<file path="config.mk">
export PLATFORM = sky130hd
export DESIGN_NAME = station_char_interface
export DESIGN_NICKNAME = d
export VERILOG_FILES = /design/src/rtl/station_char_pkg.sv /design/src/rtl/level_sync.sv /design/src/rtl/station_char_interface.sv
export SDC_FILE = /design/constraint.sdc
export NUM_CORES = 1
export LEC_CHECK = 0
export ABC_CLOCK_PERIOD_IN_PS = 2400
export BUFFER_PORTS_ARGS = -buffer_cell sky130_fd_sc_hd__buf_2
export CORE_AREA = 2 2 84 86
export DETAILED_ROUTE_END_ITERATION = 7
export DIE_AREA = 0 0 86 88
export GPL_ROUTABILITY_DRIVEN = 0
export PLACE_DENSITY_LB_ADDON = 0.25
export SLEW_MARGIN = 0
export SYNTH_ARGS = -nofsm -noshare
export SYNTH_HDL_FRONTEND = slang
export SYNTH_SLANG_ARGS = --single-unit
</file>
<file path="constraint.sdc">
create_clock -name mclk -period 2.4 [get_ports mclk]
set_input_delay 0.24 -clock mclk [delete_from_list [all_inputs] [get_ports mclk]]
set_output_delay 0.24 -clock mclk [all_outputs]
set_load 0.05 [all_outputs]
</file>
<file path="src/rtl/station_char_pkg.sv">
// Constants for the station character interface: address map, status and
// command bit positions, link widths and timing counts.
// Assumes a 24-bit byte-addressed host bus with big-endian byte lanes.
package station_char_pkg;

    // Character and address widths
    localparam int          CHAR_W              = 8;
    localparam int          ADDR_W              = 24;

    // Byte addresses
    localparam logic [23:0] STATION_COMMAND_ADDR        = 24'h07fffc;
    localparam logic [23:0] STATION_STATUS_ADDR         = 24'h07fffc;
    localparam logic [23:0] DATA_CHAR_PORT_ADDR         = 24'h07fffd;
    localparam logic [23:0] STATION_COMMAND_MIRROR_ADDR = 24'h07fffe;
    localparam logic [23:0] STATION_STATUS_MIRROR_ADDR  = 24'h07fffe;
    localparam logic [23:0] CONTROL_CHAR_PORT_ADDR      = 24'h07ffff;

    // Status bit positions
    localparam int          ST_INTERRUPTING     = 7;
    localparam int          ST_BEING_RESET      = 6;
    localparam int          ST_TX_EMPTY         = 3;
    localparam int          ST_RX_CTRL          = 2;
    localparam int          ST_RX_DATA          = 1;
    localparam int          ST_RX_ANY           = 0;

    // Command bit positions
    localparam int          CMD_RESET_STATION   = 6;
    localparam int          CMD_INT_TX_EMPTY    = 3;
    localparam int          CMD_INT_RX_CTRL     = 2;
    localparam int          CMD_INT_RX_DATA     = 1;

    // Reset values
    localparam logic [2:0]  INT_ENABLE_RESET    = 3'h0;
    localparam logic [7:0]  CHAR_RESET          = 8'h00;

    // Interrupt: autovector level and vector location
    localparam logic [2:0]  INT_LEVEL           = 3'h4;
    localparam logic [23:0] INT_VECTOR_ADDR     = 24'h000070;

    // Station reset pulse length
    localparam int          CLK_PERIOD_NS       = 8;
    localparam int          STATION_RESET_NS    = 1000;
    localparam int          STATION_RESET_CYC   =
        (STATION_RESET_NS + CLK_PERIOD_NS - 1) / CLK_PERIOD_NS;
    localparam int          RESET_CNT_W         = 8;

    // Synchroniser depth
    localparam int          SYNC_STAGES         = 2;

endpackage : station_char_pkg

</file>
<file path="src/rtl/level_sync.sv">
// Two flip-flop synchroniser for a single level arriving from the station.
// Assumes the input is a slow handshake level, stable for several cycles.
`timescale 1ns/10ps

module level_sync
(
    // Clock and reset
    input  wire logic mclk,
    input  wire logic resetn,
    // Level in and out
    input  wire logic asyncIn,
    output logic      syncOut
);
    import station_char_pkg::*;

    logic [SYNC_STAGES-1:0] stages;

    always_ff @(posedge mclk or negedge resetn)
    begin
        if (!resetn)
        begin
            stages <= '0;
        end
        else
        begin
            stages <= {stages[SYNC_STAGES-2:0], asyncIn};
        end
    end

    assign syncOut = stages[SYNC_STAGES-1];

endmodule : level_sync

</file>
<file path="src/rtl/station_char_interface.sv">
// Host register interface to a network station over a 9-bit character link.
// Assumes a big-endian host bus with byte strobes and a station that uses
// four-phase request/acknowledge handshakes in each direction.
//
// Functional notes
// - Characters flow both ways at once, each carrying 8 payload bits and a data/control marker.
// - Each direction has one 8-bit holding register with full/empty and data/control flags.
// - An interrupt is requested at autovector level four, vector longword at 000070.
// - Command writes and status reads share one byte address, mirrored at a second one.
// - Data characters share one byte address and control characters another, read rx, write tx.
// - A word read at either command/status address gives status high and the character low.
// - Status bit 7 is interrupting, bit 6 is station in reset, bits 5 and 4 read zero.
// - Status bits 3..0 are tx empty, control received, data received, and either received.
// - Writing one to command bit 6 resets the station; bits 7, 5, 4 and 0 do nothing.
// - Command bits 3, 2, 1 enable interrupts on tx empty, control received, data received.
// - Reading the data port clears the data received flag only.
// - Reading the control port clears the control received flag only.
// - The combined receive flag stays set while either receive flag is set.
`timescale 1ns/10ps

module station_char_interface
(
    // Clock and reset
    input  wire logic                              mclk,
    input  wire logic                              resetn,
    // Host bus
    input  wire logic                              busValid,
    input  wire logic                              busWrite,
    input  wire logic [station_char_pkg::ADDR_W-1:1] busAddr,
    input  wire logic                              busUpper,
    input  wire logic                              busLower,
    input  wire logic [15:0]                       busWdata,
    output logic      [15:0]                       busRdata,
    output logic                                   busAck,
    // Interrupt
    output logic                                   intReq,
    output logic      [2:0]                        intLevel,
    input  wire logic                              iackValid,
    input  wire logic [2:0]                        iackLevel,
    output logic                                   autoVector,
    // Station transmit link
    output logic      [station_char_pkg::CHAR_W-1:0] txChar,
    output logic                                   txIsCtrl,
    output logic                                   txReq,
    input  wire logic                              txAck,
    // Station receive link
    input  wire logic [station_char_pkg::CHAR_W-1:0] rxChar,
    input  wire logic                              rxIsCtrl,
    input  wire logic                              rxReq,
    output logic                                   rxAck,
    // Station reset
    output logic                                   stationReset
);
    import station_char_pkg::*;

    typedef enum logic [1:0] {TX_IDLE, TX_REQ, TX_DONE} tx_state_t;
    typedef enum logic       {RX_IDLE, RX_ACK}          rx_state_t;

    // Word address match against a byte address constant
    function automatic logic hitWord(input logic [ADDR_W-1:1] a, input logic [23:0] b);
        hitWord = (a == b[ADDR_W-1:1]);
    endfunction : hitWord

    tx_state_t              txState;
    rx_state_t              rxState;
    logic                   txAckSync;
    logic                   rxReqSync;
    logic [2:0]             intEnable;
    logic                   txEmpty;
    logic                   rxDataFlag;
    logic                   rxCtrlFlag;
    logic [CHAR_W-1:0]      rxHold;
    logic [RESET_CNT_W-1:0] resetCount;
    logic                   intActive;
    logic                   hitLow;
    logic                   hitHigh;
    logic                   busRead;
    logic                   busWr;
    logic                   readData;
    logic                   readCtrl;
    logic                   writeData;
    logic                   writeCtrl;
    logic                   writeCmd;
    logic                   rxCapture;
    logic [7:0]             statusByte;
    logic                   next_intActive;

    // Station handshake inputs come from another board and are resynchronised
    level_sync u_txAckSync
    (
        .mclk    (mclk),
        .resetn  (resetn),
        .asyncIn (txAck),
        .syncOut (txAckSync)
    );

    level_sync u_rxReqSync
    (
        .mclk    (mclk),
        .resetn  (resetn),
        .asyncIn (rxReq),
        .syncOut (rxReqSync)
    );

    // Address decode
    always_comb
    begin
        hitLow  = 1'b0;
        hitHigh = 1'b0;
        if (hitWord(busAddr, STATION_STATUS_ADDR))
        begin
            hitLow = 1'b1;
        end
        else if (hitWord(busAddr, STATION_STATUS_MIRROR_ADDR))
        begin
            hitHigh = 1'b1;
        end
    end

    assign busRead   = busValid && !busWrite && (hitLow || hitHigh);
    assign busWr     = busValid &&  busWrite && (hitLow || hitHigh);
    assign readData  = busRead && hitLow  && busLower;
    assign readCtrl  = busRead && hitHigh && busLower;
    assign writeData = busWr && hitLow  && busLower;
    assign writeCtrl = busWr && hitHigh && busLower;
    assign writeCmd  = busWr && busUpper;

    // Status byte; bits 5 and 4 are tied low
    always_comb
    begin
        statusByte                  = 8'h00;
        statusByte[ST_INTERRUPTING] = intActive;
        statusByte[ST_BEING_RESET]  = stationReset;
        statusByte[ST_TX_EMPTY]     = txEmpty;
        statusByte[ST_RX_CTRL]      = rxCtrlFlag;
        statusByte[ST_RX_DATA]      = rxDataFlag;
        statusByte[ST_RX_ANY]       = rxDataFlag || rxCtrlFlag;
    end

    // Bus answer one cycle after the strobe; unmapped addresses get no ack
    always_ff @(posedge mclk or negedge resetn)
    begin
        if (!resetn)
        begin
            busAck <= 1'b0;
        end
        else
        begin
            busAck <= busRead || busWr;
        end
    end

    always_ff @(posedge mclk or negedge resetn)
    begin
        if (!resetn)
        begin
            busRdata <= 16'h0000;
        end
        else if (busRead)
        begin
            busRdata[15:8] <= busUpper ? statusByte : 8'h00;
            busRdata[7:0]  <= busLower ? rxHold : 8'h00;
        end
    end

    // Interrupt enables; other command bits are not stored
    always_ff @(posedge mclk or negedge resetn)
    begin
        if (!resetn)
        begin
            intEnable <= INT_ENABLE_RESET;
        end
        else if (writeCmd)
        begin
            intEnable <= {busWdata[8+CMD_INT_TX_EMPTY],
                          busWdata[8+CMD_INT_RX_CTRL],
                          busWdata[8+CMD_INT_RX_DATA]};
        end
    end

    // Station reset pulse, restarted by each write of the reset bit
    always_ff @(posedge mclk or negedge resetn)
    begin
        if (!resetn)
        begin
            resetCount <= '0;
        end
        else if (writeCmd && busWdata[8+CMD_RESET_STATION])
        begin
            resetCount <= RESET_CNT_W'(STATION_RESET_CYC);
        end
        else if (resetCount != '0)
        begin
            resetCount <= resetCount - 1'b1;
        end
    end

    always_ff @(posedge mclk or negedge resetn)
    begin
        if (!resetn)
        begin
            stationReset <= 1'b0;
        end
        else
        begin
            stationReset <= (writeCmd && busWdata[8+CMD_RESET_STATION])
                            || (resetCount > RESET_CNT_W'(1));
        end
    end

    // Interrupt request, level four, autovectored
    assign next_intActive = |(intEnable & {txEmpty, rxCtrlFlag, rxDataFlag});

    always_ff @(posedge mclk or negedge resetn)
    begin
        if (!resetn)
        begin
            intActive <= 1'b0;
        end
        else
        begin
            intActive <= next_intActive;
        end
    end

    assign intReq   = intActive;
    assign intLevel = intActive ? INT_LEVEL : 3'h0;

    always_ff @(posedge mclk or negedge resetn)
    begin
        if (!resetn)
        begin
            autoVector <= 1'b0;
        end
        else
        begin
            autoVector <= iackValid && intActive && (iackLevel == INT_LEVEL);
        end
    end

    // Transmit holding register; writes while busy are dropped
    always_ff @(posedge mclk or negedge resetn)
    begin
        if (!resetn)
        begin
            txChar   <= CHAR_RESET;
            txIsCtrl <= 1'b0;
        end
        else if ((writeData || writeCtrl) && txEmpty)
        begin
            txChar   <= busWdata[7:0];
            txIsCtrl <= writeCtrl;
        end
    end

    // Transmit handshake: data held stable from request until ack falls
    always_ff @(posedge mclk or negedge resetn)
    begin
        if (!resetn)
        begin
            txState <= TX_IDLE;
            txReq   <= 1'b0;
            txEmpty <= 1'b1;
        end
        else
        begin
            case (txState)
                TX_IDLE:
                begin
                    if ((writeData || writeCtrl) && txEmpty)
                    begin
                        txEmpty <= 1'b0;
                        txReq   <= 1'b1;
                        txState <= TX_REQ;
                    end
                end
                TX_REQ:
                begin
                    if (txAckSync)
                    begin
                        txReq   <= 1'b0;
                        txState <= TX_DONE;
                    end
                end
                TX_DONE:
                begin
                    if (!txAckSync)
                    begin
                        txEmpty <= 1'b1;
                        txState <= TX_IDLE;
                    end
                end
                default:
                begin
                    txState <= TX_IDLE;
                end
            endcase
        end
    end

    // Receive side holds off the station until both flags are clear,
    // so one buffer never loses a character
    assign rxCapture = (rxState == RX_IDLE) && rxReqSync && !rxDataFlag && !rxCtrlFlag;

    always_ff @(posedge mclk or negedge resetn)
    begin
        if (!resetn)
        begin
            rxState <= RX_IDLE;
            rxAck   <= 1'b0;
        end
        else
        begin
            case (rxState)
                RX_IDLE:
                begin
                    if (rxCapture)
                    begin
                        rxAck   <= 1'b1;
                        rxState <= RX_ACK;
                    end
                end
                RX_ACK:
                begin
                    if (!rxReqSync)
                    begin
                        rxAck   <= 1'b0;
                        rxState <= RX_IDLE;
                    end
                end
                default:
                begin
                    rxState <= RX_IDLE;
                end
            endcase
        end
    end

    always_ff @(posedge mclk or negedge resetn)
    begin
        if (!resetn)
        begin
            rxHold <= CHAR_RESET;
        end
        else if (rxCapture)
        begin
            rxHold <= rxChar;
        end
    end

    // Set wins over a clear in the same cycle
    always_ff @(posedge mclk or negedge resetn)
    begin
        if (!resetn)
        begin
            rxDataFlag <= 1'b0;
        end
        else if (rxCapture && !rxIsCtrl)
        begin
            rxDataFlag <= 1'b1;
        end
        else if (readData)
        begin
            rxDataFlag <= 1'b0;
        end
    end

    always_ff @(posedge mclk or negedge resetn)
    begin
        if (!resetn)
        begin
            rxCtrlFlag <= 1'b0;
        end
        else if (rxCapture && rxIsCtrl)
        begin
            rxCtrlFlag <= 1'b1;
        end
        else if (readCtrl)
        begin
            rxCtrlFlag <= 1'b0;
        end
    end

endmodule : station_char_interface

</file>
==> results.py <==
metrics = {
    "route": {
        "wl_met2_um": 2460,
        "dr.pass1.iters": 4,
        "finalWirelength_um": 5190,
        "dr_total_vias": 1876,
        "wl_per_cell_um": 13.2,
        "wl_met3_um": 328,
        "drt_iter0_drc": 97,
        "viasPerCell": 4.77,
        "wl_met1_um": 2340,
        "drc": 0,
        "ant_nets": 0,
        "top_layer": "met4",
    },
    "die": {
        "initial_core_util": 0.389,
        "io_pins": 94,
        "die_w_um": 86,
        "rows": 30,
        "die_h_um": 88,
        "core_um2": 6640,
        "die_area_um2": 7570,
    },
    "worst_setup_path": {
        "slowest_delay_ps": 570,
        "cp-start-kind": "input pin",
        "critPathBufInv": 1,
        "critPathLaunch": "busAddr[19]",
        "rrSetupSlack_ps": 540,
        "slowest_stage": "or4_4",
        "path_delay_family": "simple AND/OR/NAND/NOR gates",
        "worstPathCellList": "buf_2, or4b_4, or4_4, or4_1, a22o_1",
        "criticalPathCategory": "in -> reg",
        "arrival_ps": 2160,
        "endpoint_kind": "flip-flop",
        "worstPathRequired_ps": 2630,
        "cp_max_fo": 3,
        "r2r-start": "resetCount[0]$_DFFE_PN0P_",
    },
    "outcome": {
        "status": "complete, no violations",
    },
    "pwr": {
        "p_sw_uw": 610,
        "internal_power_uw": 1900,
        "p_leak_uw": 0.00173,
        "pwr-share-comb": 0.107,
        "p_clk_frac": 0.434,
        "peakVddDrop_mv": 0.242,
        "powerDensity_nw_per_um2": 744,
        "swShare": 0.243,
        "power.total_uw": 2510,
        "p_seq_frac": 0.459,
    },
    "synthesis": {
        "synthDistinctLibCells": 47,
        "synth_flop_cell": "dfrtp_1",
        "yosysWarnings": 0,
        "syn-cell-area_um2": 2580,
        "synth.largest_area_cell": "dfrtp_1",
        "syn-instance-count": 210,
        "synthTopCellsByCount": "dfrtp_1, nand2_1, mux2_1",
        "avgSynthCellArea_um2": 12.3,
        "async_reset_ff_frac": 1.00,
        "synthTopCellsByArea": "dfrtp_1, mux2_1, mux2i_1",
        "synth_edf_count": 0,
        "synth.yosys.seq_area_share": 0.562,
        "synth.top_cell.area_share": 0.552,
        "synth_most_common_cell": "dfrtp_1",
        "ys_ff_latch": 58,
    },
    "timing": {
        "max_freq_mhz": 517,
        "period_needed_ps": 1930,
        "rsz0062_at_grt": "no",
        "finalSetupViolCount": 0,
        "slew_violations": 0,
        "tightestPinTransition_ps": 710,
        "max-slew-margin-rel": 0.527,
        "finalSetupTns_ps": 0,
        "finalClockSkew_ps": 8.53,
        "final.period_utilization": 0.805,
        "finalHoldViolations": 0,
    },
    "global_route": {
        "antenna_found_initial": 0,
        "overflow": 0,
        "track_usage": 0.148,
        "grt_pass1_vias": 1773,
        "grt_pass1_wl_um": 8470,
        "grt_max_degree": 32,
    },
    "hold_path": {
        "hp-class": "in -> reg",
        "min_from": "rxChar[2]",
    },
    "layout": {
        "n_fill_cell": 616,
        "multi_input_area_um2": 1010,
        "nets": 370,
        "area.growth.synth_to_final_pct": 30.5,
        "antenna_cells": 0,
        "seq_area_um2": 1450,
        "drive_above_1_share": 0.387,
    },
    "clock_tree": {
        "cts_max_level": 3,
        "clock-sinks": 58,
        "clock_path_buffers": 2,
        "clock-root-buffer": "clkbuf_8",
        "cts_tree": "yes",
        "numCtsBuffers": 9,
        "clkLatencyLatePin_ps": 340,
        "clkTransAtPathRegs_ps": 70,
    },
    "flow_run": {
        "cap_viol_max_count": 0,
    },
    "placement": {
        "dp_hpwl_um": 3870,
        "port_buffers": 85,
    },
}
==> cells in the final DEF (no fill, tap or decap), types with 2 or more instances in the layout <==
cell type	count
nor4_1	2
clkinv_2	2
conb_1	4
nand4_1	6
a21o_1	2
a21oi_1	2
bufinv_16	3
and2_1	4
nand3b_1	2
inv_1	17
ha_1	2
nand2_1	23
buf_4	4
o31ai_1	2
or4_1	2
dlygate4sd3_1	3
mux2i_1	14
nor2_1	10
buf_2	85
dfrtp_1	57
mux2_1	18
nand3_1	3
a22o_1	2
mux2_2	4
clkbuf_8	9
xnor2_1	2
nand2b_1	3
==> worst register-to-register path, stage by stage (launching register included) <==
cell,delay (ps)
dfrtp_1,420
or4_1,590
nor4_1,230
mux2_1,350
and2_1,150
==> worst paths after layout <==
path                                                    to  cells past startpoint
setup / recovery                    rxCtrlFlag$_DFFE_PN0P_                      5
hold / removal                       rxHold[2]$_DFFE_PN0P_                      2
setup reg to reg                 resetCount[7]$_DFFE_PN0P_                      4
hold reg to reg            u_rxReqSync.stages[1]$_DFF_PN0_                      0
max in group asynchronous         busRdata[15]$_DFFE_PN0N_                      3
min in group asynchronous  u_rxReqSync.stages[0]$_DFF_PN0_                      2
==> registers in the layout (all words and copies together) (netlist names), 2 cells and up <==
register and cells:
busRdata 14, intEnable 3, resetCount 8, rxHold 8, txChar 8, txState 2
u_rxReqSync.stages 2, u_txAckSync.stages 2
==> logic make-up (layout without fill, tap and decap cells) <==
logic type      count (synthesis)  after routing  synth area share
compound gates                 14             14            0.0426
xor+xnor                        3              3            0.0102
fa+ha+maj                       2              2           0.00968
buf+inv                        26            126            0.0542
flops                          58             58             0.562
mux                            36             36             0.150
other cells                     1              4           0.00145
simple gates                   70             70             0.169
==> layout make-up <==
type                            instances  area share
Timing Repair Buffer                   93       0.150
Sequential cell                        58       0.431
Clock buffer                            9      0.0367
Multi-Input combinational cell        129       0.299
Inverter                               17      0.0189
Clock inverter                          7      0.0345
Tap cell                               80      0.0297
==> power groups by stage <==
stage / Clock (uW) / Sequential, uW / Combinational (uW)
2_1_floorplan: 0 / 1180 / 145
3_3_place_gp: 0 / 1170 / 264
3_5_place_dp: 0 / 1170 / 272
4_1_cts: 1120 / 1150 / 275
5_1_grt: 1180 / 1170 / 297
6_report: 1090 / 1150 / 268
==> stage by stage <==
stage	hold slack (ps)	cells	utilization	cell area, um^2	setup slack (ps)
global route	103	393	0.507	3370	336
CTS	93.7	393	0.507	3370	485
floorplan	-55.6	213	-	2590	270
global placement	334	374	0.467	3100	128
detailed placement	334	374	0.467	3100	114
finish	114	393	0.507	3370	467
==> timing repair <==
item                                    CTS  global route
hold endpoints to repair                 30             0
hold buffers                              3             0
resized for setup                         0             0
endpoints found under the setup margin    0             0
setup buffers                             0             0
==> routing by layer <==
metal | global-route usage | vias up
li1 | - | 919
met1 | 0.189 | 896
met2 | 0.228 | 56
met3 | 0.0481 | 5
met4 | 0.0707 | 0
met5 | 0 | -
(Power assumes the default switching activity.)
